**src/pkg/cce_map.vh**
```
// Purpose: constants for the call/clear/complement execution slice
// Assumes: 8-bit data memory, 11-bit program counter
// Notes: opcode encodings on the decode port are local to this block
`ifndef CCE_MAP_VH
`define CCE_MAP_VH
`define CCE_OP_W 3
`define CCE_OP_NONE 3'h0
`define CCE_OP_CALL 3'h1
`define CCE_OP_ZERO_FILL 3'h2
`define CCE_OP_BIT_ZERO_FILL 3'h3
`define CCE_OP_WDT_SINGLE 3'h4
`define CCE_OP_WDT_PRE1 3'h5
`define CCE_OP_WDT_PRE2 3'h6
`define CCE_OP_INVERT 3'h7
`define CCE_PC_W 11
`define CCE_ADDR_W 8
`define CCE_DATA_W 8
`define CCE_ZERO_BYTE 8'h00
`define CCE_PC_RESET 11'h000
`define CCE_PC_STEP 11'h001
`define CCE_CALL_CYCLES 2'h2
`define CCE_PRE_NONE 2'h0
`define CCE_PRE_FIRST 2'h1
`define CCE_PRE_SECOND 2'h2
`endif

```
**src/hw/cce_exec.v**
```verilog
// Purpose: execute call, byte/bit zero fill, watchdog clears and invert
// Assumes: decode strobe from fetch, data memory read combinational
// Notes: all outputs registered; one-cycle write/push/clear pulses
// Function
// - call pushes pc plus one, loads target, flags untouched
// - call takes two instruction cycles
// - zero fill writes whole byte to zero, no flag change
// - bit zero fill clears only selected bit, flags unchanged
// - single watchdog clear resets counter, expiry and sleep flags
// - pre-clears act only when the two alternate
// - invert stores ones complement, only zero flag updates
`timescale 1ns/10ps
`default_nettype none
`include "cce_map.vh"
module cce_exec (
	input wire clk,
	input wire rst,
	input wire instr_valid,
	input wire [2:0] instr_op,
	input wire [10:0] instr_target,
	input wire [7:0] instr_addr,
	input wire [2:0] instr_bit,
	input wire [7:0] mem_rdata,
	output reg busy,
	output reg [10:0] pc,
	output reg stack_push,
	output reg [10:0] stack_data,
	output reg mem_we,
	output reg [7:0] mem_addr,
	output reg [7:0] mem_wdata,
	output reg zero_flag,
	output reg watchdog_clear,
	output reg watchdog_expiry_flag,
	output reg sleep_entry_flag
);

	// call sequencing: idle takes requests, call2 is the extra cycle
	localparam ST_IDLE = 1'b0;
	localparam ST_CALL2 = 1'b1;

	// sequencer state and the call target held over the extra cycle
	reg state_q;
	reg state_d;
	reg [10:0] target_q;
	reg [10:0] target_d;

	// next values of the registered outputs
	reg busy_d;
	reg [10:0] pc_d;
	reg stack_push_d;
	reg [10:0] stack_data_d;
	reg mem_we_d;
	reg [7:0] mem_addr_d;
	reg [7:0] mem_wdata_d;
	reg zero_flag_d;
	reg watchdog_clear_d;
	reg watchdog_expiry_flag_d;
	reg sleep_entry_flag_d;

	// decode and datapath nets
	wire take;
	wire pre_fire;
	wire do_wdt;
	wire op_call;
	wire op_zero_fill;
	wire op_bit_zero_fill;
	wire op_wdt_single;
	wire op_wdt_pre1;
	wire op_wdt_pre2;
	wire op_invert;
	wire op_step;
	wire [7:0] bit_keep;
	wire [7:0] bit_cleared;
	wire [7:0] inverted;
	wire invert_zero;
	wire [10:0] pc_next;
	genvar g;

	// requests during the second call cycle are ignored; busy tells fetch
	assign take = instr_valid && state_q == ST_IDLE;

	// one decode line per opcode; nothing decodes while call2 holds
	assign op_call = take && instr_op == `CCE_OP_CALL;
	assign op_zero_fill = take && instr_op == `CCE_OP_ZERO_FILL;
	assign op_bit_zero_fill = take && instr_op == `CCE_OP_BIT_ZERO_FILL;
	assign op_wdt_single = take && instr_op == `CCE_OP_WDT_SINGLE;
	assign op_wdt_pre1 = take && instr_op == `CCE_OP_WDT_PRE1;
	assign op_wdt_pre2 = take && instr_op == `CCE_OP_WDT_PRE2;
	assign op_invert = take && instr_op == `CCE_OP_INVERT;

	// every single-cycle op moves to the next word; call and none do not
	assign op_step = op_zero_fill || op_bit_zero_fill || op_wdt_single ||
		op_wdt_pre1 || op_wdt_pre2 || op_invert;

	// the carry out of the top bit is dropped: the counter wraps
	assign pc_next = pc + `CCE_PC_STEP;

	// per-bit keep mask: only the selected position is forced low
	generate
		for (g = 0; g < `CCE_DATA_W; g = g + 1) begin : g_bit
			localparam [2:0] BIT_POS = g;
			assign bit_keep[g] = instr_bit != BIT_POS;
		end
	endgenerate

	// read-modify-write from the byte read in the taking cycle
	assign bit_cleared = mem_rdata & bit_keep;
	assign inverted = ~mem_rdata;

	// flag from the value stored, not the operand, so it tracks the write
	assign invert_zero = inverted == `CCE_ZERO_BYTE;

	// alternation memory for the two pre-clears lives in its own block
	cce_preclear u_pre (
		.clk(clk),
		.rst(rst),
		.pre_first(op_wdt_pre1),
		.pre_second(op_wdt_pre2),
		.fire(pre_fire)
	);

	// a lone pre-clear or a repeated one never reaches the counter
	assign do_wdt = op_wdt_single || pre_fire;

	// next state; pulses fall back to zero unless an op raises them
	always @* begin
		state_d = state_q;
		target_d = target_q;
		busy_d = 1'b0;
		pc_d = pc;
		stack_push_d = 1'b0;
		stack_data_d = stack_data;
		mem_we_d = 1'b0;
		mem_addr_d = mem_addr;
		mem_wdata_d = mem_wdata;
		zero_flag_d = zero_flag;
		watchdog_clear_d = 1'b0;
		watchdog_expiry_flag_d = watchdog_expiry_flag;
		sleep_entry_flag_d = sleep_entry_flag;
		case (state_q)
		ST_CALL2: begin
			// second cycle: the extra operation loads the target
			pc_d = target_q;
			state_d = ST_IDLE;
		end
		ST_IDLE: begin
			// the address is held so the memory sees it with the write
			if (take) begin
				mem_addr_d = instr_addr;
			end
			// call: push the return word, park the target for cycle two
			if (op_call) begin
				stack_push_d = 1'b1;
				stack_data_d = pc_next;
				target_d = instr_target;
				busy_d = 1'b1;
				state_d = ST_CALL2;
			end
			if (op_step) begin
				pc_d = pc_next;
			end
			// byte fill writes a constant; no flag is touched
			if (op_zero_fill) begin
				mem_we_d = 1'b1;
				mem_wdata_d = `CCE_ZERO_BYTE;
			end
			// bit fill keeps the neighbours from the read in this cycle
			if (op_bit_zero_fill) begin
				mem_we_d = 1'b1;
				mem_wdata_d = bit_cleared;
			end
			// invert is the only op here that moves the zero flag
			if (op_invert) begin
				mem_we_d = 1'b1;
				mem_wdata_d = inverted;
				zero_flag_d = invert_zero;
			end
			// counter and both status flags go together
			if (do_wdt) begin
				watchdog_clear_d = 1'b1;
				watchdog_expiry_flag_d = 1'b0;
				sleep_entry_flag_d = 1'b0;
			end
		end
		default: begin
			state_d = ST_IDLE;
		end
		endcase
	end

	// registers; every output comes straight from here
	always @(posedge clk or posedge rst) begin
		if (rst) begin
			state_q <= ST_IDLE;
			target_q <= `CCE_PC_RESET;
			busy <= 1'b0;
			pc <= `CCE_PC_RESET;
			stack_push <= 1'b0;
			stack_data <= `CCE_PC_RESET;
			mem_we <= 1'b0;
			mem_addr <= `CCE_ZERO_BYTE;
			mem_wdata <= `CCE_ZERO_BYTE;
			zero_flag <= 1'b0;
			watchdog_clear <= 1'b0;
			watchdog_expiry_flag <= 1'b0;
			sleep_entry_flag <= 1'b0;
		end else begin
			state_q <= state_d;
			target_q <= target_d;
			busy <= busy_d;
			pc <= pc_d;
			stack_push <= stack_push_d;
			stack_data <= stack_data_d;
			mem_we <= mem_we_d;
			mem_addr <= mem_addr_d;
			mem_wdata <= mem_wdata_d;
			zero_flag <= zero_flag_d;
			watchdog_clear <= watchdog_clear_d;
			watchdog_expiry_flag <= watchdog_expiry_flag_d;
			sleep_entry_flag <= sleep_entry_flag_d;
		end
	end

	// limitation: the expiry and sleep flags are only ever cleared here;
	// whatever sets them lives with the watchdog and sleep logic, so a
	// wrapper that merges both must give this block's clear priority only
	// in the cycle after the instruction is taken.
	// trade-off: the read-modify-write ops trust mem_rdata in the taking
	// cycle, which keeps the path short but needs a combinational read.
endmodule // cce_exec
`default_nettype wire

```
**src/hw/cce_preclear.v**
```verilog
// Purpose: alternation tracker for the two watchdog pre-clear instructions
// Assumes: one strobe per executed instruction, same clock as the core
// Notes: fire pulses only when the other pre-clear was the last one seen
`timescale 1ns/10ps
`default_nettype none
`include "cce_map.vh"
module cce_preclear (
	input wire clk,
	input wire rst,
	input wire pre_first,
	input wire pre_second,
	output wire fire
);
	reg [1:0] last_q;
	reg [1:0] last_d;
	// a pre-clear takes effect only after the opposite one
	assign fire = (pre_first && last_q == `CCE_PRE_SECOND) ||
		(pre_second && last_q == `CCE_PRE_FIRST);
	// after reset neither counts as the last, so the first pair needs both
	always @* begin
		last_d = last_q;
		if (pre_first)
			last_d = `CCE_PRE_FIRST;
		else if (pre_second)
			last_d = `CCE_PRE_SECOND;
	end
	always @(posedge clk or posedge rst) begin
		if (rst)
			last_q <= `CCE_PRE_NONE;
		else
			last_q <= last_d;
	end
endmodule // cce_preclear
`default_nettype wire

```
**config.mk**
```make
export PLATFORM = sky130hd
export DESIGN_NAME = cce_exec
export DESIGN_NICKNAME = d
export VERILOG_FILES = /design/src/hw/cce_exec.v /design/src/hw/cce_preclear.v
export VERILOG_INCLUDE_DIRS = /design/src /design/src/pkg
export SDC_FILE = /design/constraint.sdc
export NUM_CORES = 1
export LEC_CHECK = 0
export BUFFER_PORTS_ARGS = -buffer_cell sky130_fd_sc_hd__buf_2
export CAP_MARGIN = 5
export CORE_UTILIZATION = 50
export DETAILED_ROUTE_END_ITERATION = 6
export HOLD_SLACK_MARGIN = 0.15
export PLACE_DENSITY = 0.78
export REMOVE_ABC_BUFFERS = 1
export SLEW_MARGIN = 15
export SYNTH_ARGS = -nofsm -noshare
export SYNTH_HDL_FRONTEND = slang
export SYNTH_HIERARCHICAL = 1
export SYNTH_SLANG_ARGS = --single-unit
```
**constraint.sdc**
```tcl
create_clock -name clk -period 2 [get_ports clk]
set_input_delay 0.1 -clock clk [delete_from_list [all_inputs] [get_ports clk]]
set_output_delay 0.1 -clock clk [all_outputs]
set_load 0.01 [all_outputs]
```
Yosys cells after proc, flatten, opt, wreduce, memory -nomap -nowiden
Cells that the tools add are included.
Word-level totals
  register bits: 56
  output and inout port bits: 45
  word-level logic and storage cells: 73
  input bits: 36
Operators by class
  multiplexer cells: 16
  eq/ne operators: 17
  add/subtract/negate cells: 1
  reduce and logical (&&, ||, !) cells: 25
  bitwise gates (word level): 3
Operators by type and width (number)
  $mux 8: 3
  $pmux 11 s2: 1
  $eq 3x3->1 const B: 4
  $ne 3x3->1 const B: 4
  $add 11x1->11 const B: 1
  $mux 11: 1
  $logic_and 1x1->1: 10
  $and 8x8->8: 1
  $logic_not 8->1: 1
  $mux 1: 8
  $not 8->8: 1
  $reduce_and 2->1: 4
  $logic_or 1x1->1: 7
  $eq 3x2->1 const B: 2
  $ne 3x2->1 const B: 2
  $reduce_bool 3->1: 2
  $mux 2: 2
  $eq 3x1->1 const B: 1
  $ne 3x1->1 const B: 1
  $eq 2x1->1 const B: 1
  $eq 2x2->1 const B: 1
  $ne 2x2->1 const B: 1
  $pmux 1 s2: 1
  $reduce_bool 2->1: 1
  $not 1->1: 1

Depth between registers and ports, before layout
  depth after elaboration: 10
  depth in mapped cells: 10

By module
The synthesis kept the hierarchy.
Modules (own cells, without submodules)
  cce_exec: cells an instance 222, area each 2533.7 µm², times used 1, seq. area each 1326.3 µm²
  cce_preclear: cells an instance 10, area each 88.8 µm², times used 1, seq. area each 50.0 µm²

Worst setup path after synthesis
OpenSTA, ideal clock, no wires.
  path kind: register to register
  from: register pc[0]
  to: register pc[8]
  slack: 0.421 ns
  cell stages (with the launch flop): 6
  clock period less this slack: 1.579 ns
  setup time: 0.148 ns
  data required time: 1.852 ns
  data arrival time: 1.431 ns
  buffers on the path: 0
  path through: dfrtp_1 ha_1 nand2_1 or3_1 o21ai_0 o311ai_0
On the way
  word-level cells in the longest chain between the ends: 3
RTL lines
  start, declared: line cce_exec.v:25  | output reg [10:0] pc,
  start signal, assigned: line cce_exec.v:197  | pc <= `CCE_PC_RESET;
  start signal, assigned: line cce_exec.v:211  | pc <= pc_d;
  $add 11x1->11 (no source line)
  $mux 11: line cce_exec.v:159  | if (op_step) begin
  $pmux 11 s2: line cce_exec.v:140  | case (state_q)
Every way passes these cells. The select of a mux whose other input is x is not followed.
A chain may end at the register's enable or synchronous reset.

Final worst setup path
Same ends and word-level chain as after synthesis.

==> flow_summary_export.csv <==
group,metric,value,unit
finish,final_common_cell,"buf_2",
drt,drt_first_iter_violations,116,
cts,htree_levels,2,
floorplanning,placement_rows,25,
floorplanning,coreArea,4880,um^2
timing,fmax,595,MHz
cts,cts_inserted_buffers,5,
placement,dp_cells,369,
synthesis,synth-compound-area-share,12.9,%
cts,cts_tree,"yes",
timing,fin_crit_sh,84.1,%
critical_path,critical_path_arrival,1.86,ns
placement,gp_congestion,0.796,
synthesis,synthArstFlopShare,100,%
drt,vias_per_cell,5.33,
critical_path,required,2.18,ns
cts,clock_latency,0.31,ns
finish,antenna_cells,0,
finish,areaGrowthSynthToFinish,28.2,%
status,run_status,"finished clean",
synthesis,synth_edf_count,0,
synthesis,syn-instance-count,232,
synthesis,ys.flop_type,"dfrtp_1",
drt,postRouteAntennaNets,0,
finish,num-nets-final,368,
finish,design_area,3360,um^2
synthesis,synthDistinctLibCells,44,
finish,layout_common_cells,"buf_2, dfrtp_1, dlygate4sd3_1",
timing,finalHoldViolCount,0,
timing,period_minus_slack,1.68,ns
floorplanning,die_w,74.4,um
cts,clk_path_buf_depth,2,
global_routing,grt_max_degree,33,
timing,setup_viol,0,
synthesis,synth_top_family_by_area,"compound AO/OA/AOI/OAI gates",
finish,drive_gt1_share,36.1,%
synthesis,yosysTopAreaCell,"dfrtp_1",
timing,slew_violations,0,
synthesis,yosys.area_share.xor_xnor,3.01,%
global_routing,grt_pass1_wl,9140,um
hold_path,min_path_type,"in -> async",
placement,port_buffers,78,
critical_path,crit_type,"reg -> reg",
power,power,0.00309,W
synthesis,yosysSeqAreaShare,52.5,%
power,leakagePower,1.60,nW
critical_path,crit_fanout,7,
synthesis,synth.area.mux_share,12.8,%
drt,wl,5560,um
timing,finalSetupTns,0,ns
synthesis,synth_area_per_cell,11.3,um^2
timing,fin_skew,0.00763,ns
synthesis,netlist_top_cells_area,"dfrtp_1, mux2_2, mux2_4, nand2_1, nor2_1",
cts,clock-root-buffer,"clkbuf_8",
placement,placed_cell_area,3050,um^2
drt,vias,2125,
cts,cts_resized,0,
synthesis,yosysTopAreaCellShare,52.5,%
floorplanning,dieArea,5540,um^2
cts,path_clk_slew,0.10,ns
drt,drc,0,
synthesis,synth_area,2620,um^2
global_routing,grt_pass1_vias,1989,
floorplanning,initial_utilization,53.7,%
floorplanning,die_h,74.4,um
cts,clkSinkCount,55,
finish,stdcell_count,399,
global_routing,antenna_found_initial,0,
finish,fillers,397,
drt,routedWlPerCell,13.9,um
critical_path,critPathCaptureType,"flip-flop",
drt,firstDrtPassIters,4,
placement,hpwl,3870,um
synthesis,ys_ff_latch,55,
power,ir_worst_vdd,0.657,mV
critical_path,start_kind,"flip-flop",
synthesis,synthSimpleGateAreaFrac,12.8,%
job,drv_cap,0,
timing,rsz0062_at_grt,"no",
timing,hold_slack,0.168,ns
global_routing,grt_overflow,0,
global_routing,grt_usage,21.7,%
synthesis,yosysWarnings,6,
power,p_per_area,919,nW/um^2
floorplanning,io_pins,81,
synthesis,synthAdderAreaFrac,0.477,%
## cells by family (layout without fill, tap and decap cells)
family                     Yosys count  in the layout
AOI/OAI and AO/OA                   48             48
xor gates and xnor gates             9              9
adders and majority gates            1              1
buffers and inverters               22            121
DFF                                 55             55
muxes                               28             28
other                                1              2
and+or+nand+nor                     68             68
## registers in the layout, indices dropped and copies added (netlist names)
signal          flops
mem_addr            8
u_pre/last_q        2
pc                 11
watchdog_clear      1
mem_wdata           8
stack_data         11
stack_push          1
zero_flag           1
target_q           11
mem_we              1
## metal layers
layer  up-vias  routed length, um  part of all wire (%)  GRT usage [%]
met5         -                  0                     0              0
met4         0                 45                  0.81           5.66
met3         8                262                   4.7           4.34
met2        71               2650                    48           36.0
met1      1013               2600                    47           29.1
li1       1033                  -                     -              -
## final timing paths
kind,slack [ns],end,startpoint,cells after the start
worst max register to register,0.32,pc[8],pc[0],5
max in group asynchronous,1.13,stack_data[8],rst,4
min in group clk,0.17,mem_wdata[1],mem_rdata[1],3
worst min register to register,0.50,pc[1],target_q[1],2
worst max-delay path,0.32,pc[8],pc[0],5
worst min-delay path,0.17,u_pre/last_q[1],rst,3
## worst max-delay path, cell delays in order (launching register included)
cell and delay, ns:
dfrtp_1 0.45, ha_1 0.29, nand2_1 0.11, or3_1 0.41, o21ai_0 0.15, o311ai_0 0.13
## what timing repair did
action,CTS,global route
setup buffers,0,0
hold buffers,22,0
endpoints found under the hold margin,44,0
## through the flow
stage / setup WS [ns] / utilization (%)
4_1_cts: 0.303 / 68.9
5_1_grt: 0.132 / 68.9
6_report: 0.319 / 68.9
2_1_floorplan: -0.476 / -
3_5_place_dp: 0.330 / 62.5
3_3_place_gp: 0.406 / 62.5
## final cells by class
| cell class | instances | area (um^2) | area share (%) |
|---|---|---|---|
| Sequential cell | 55 | 1380 | 40.9 |
| Multi-Input combinational cell | 156 | 1110 | 33.0 |
| Timing Repair Buffer | 107 | 676 | 20.1 |
| Tap cell | 67 | 83.8 | 2.49 |
| Clock buffer | 5 | 68.8 | 2.05 |
| Clock inverter | 3 | 23.8 | 0.707 |
| Inverter | 6 | 22.5 | 0.670 |
## where the power goes
part / total [W] / internal [W] / switching (W)
clock: 0.000629 / 0.000251 / 0.000378
sequential: 0.00158 / 0.00136 / 0.000220
combinational: 0.000879 / 0.000461 / 0.000418
total: 0.00309 / 0.00207 / 0.00102
## synth_stat cells, types with 2 or more instances
| master | count |
|---|---|
| dfrtp_1 | 55 |
| mux2i_1 | 7 |
| mux2_4 | 8 |
| nand2_1 | 20 |
| clkbuf_1 | 2 |
| buf_4 | 3 |
| xor2_1 | 3 |
| a31oi_1 | 4 |
| inv_1 | 5 |
| nor3b_1 | 2 |
| nor3_1 | 3 |
| nor2_1 | 19 |
| nand4_1 | 3 |
| o21ai_0 | 8 |
| nand3_1 | 5 |
| a221o_1 | 5 |
| buf_6 | 5 |
| and3_1 | 2 |
| nor4_1 | 2 |
| xnor2_1 | 6 |
| nand2b_1 | 3 |
| and4b_1 | 2 |
| mux2_2 | 13 |
| buf_2 | 6 |
| o311ai_0 | 4 |
| a22o_1 | 8 |
| a21oi_1 | 11 |
| o221ai_1 | 2 |
Note: power is estimated with default switching activity, not from simulation.
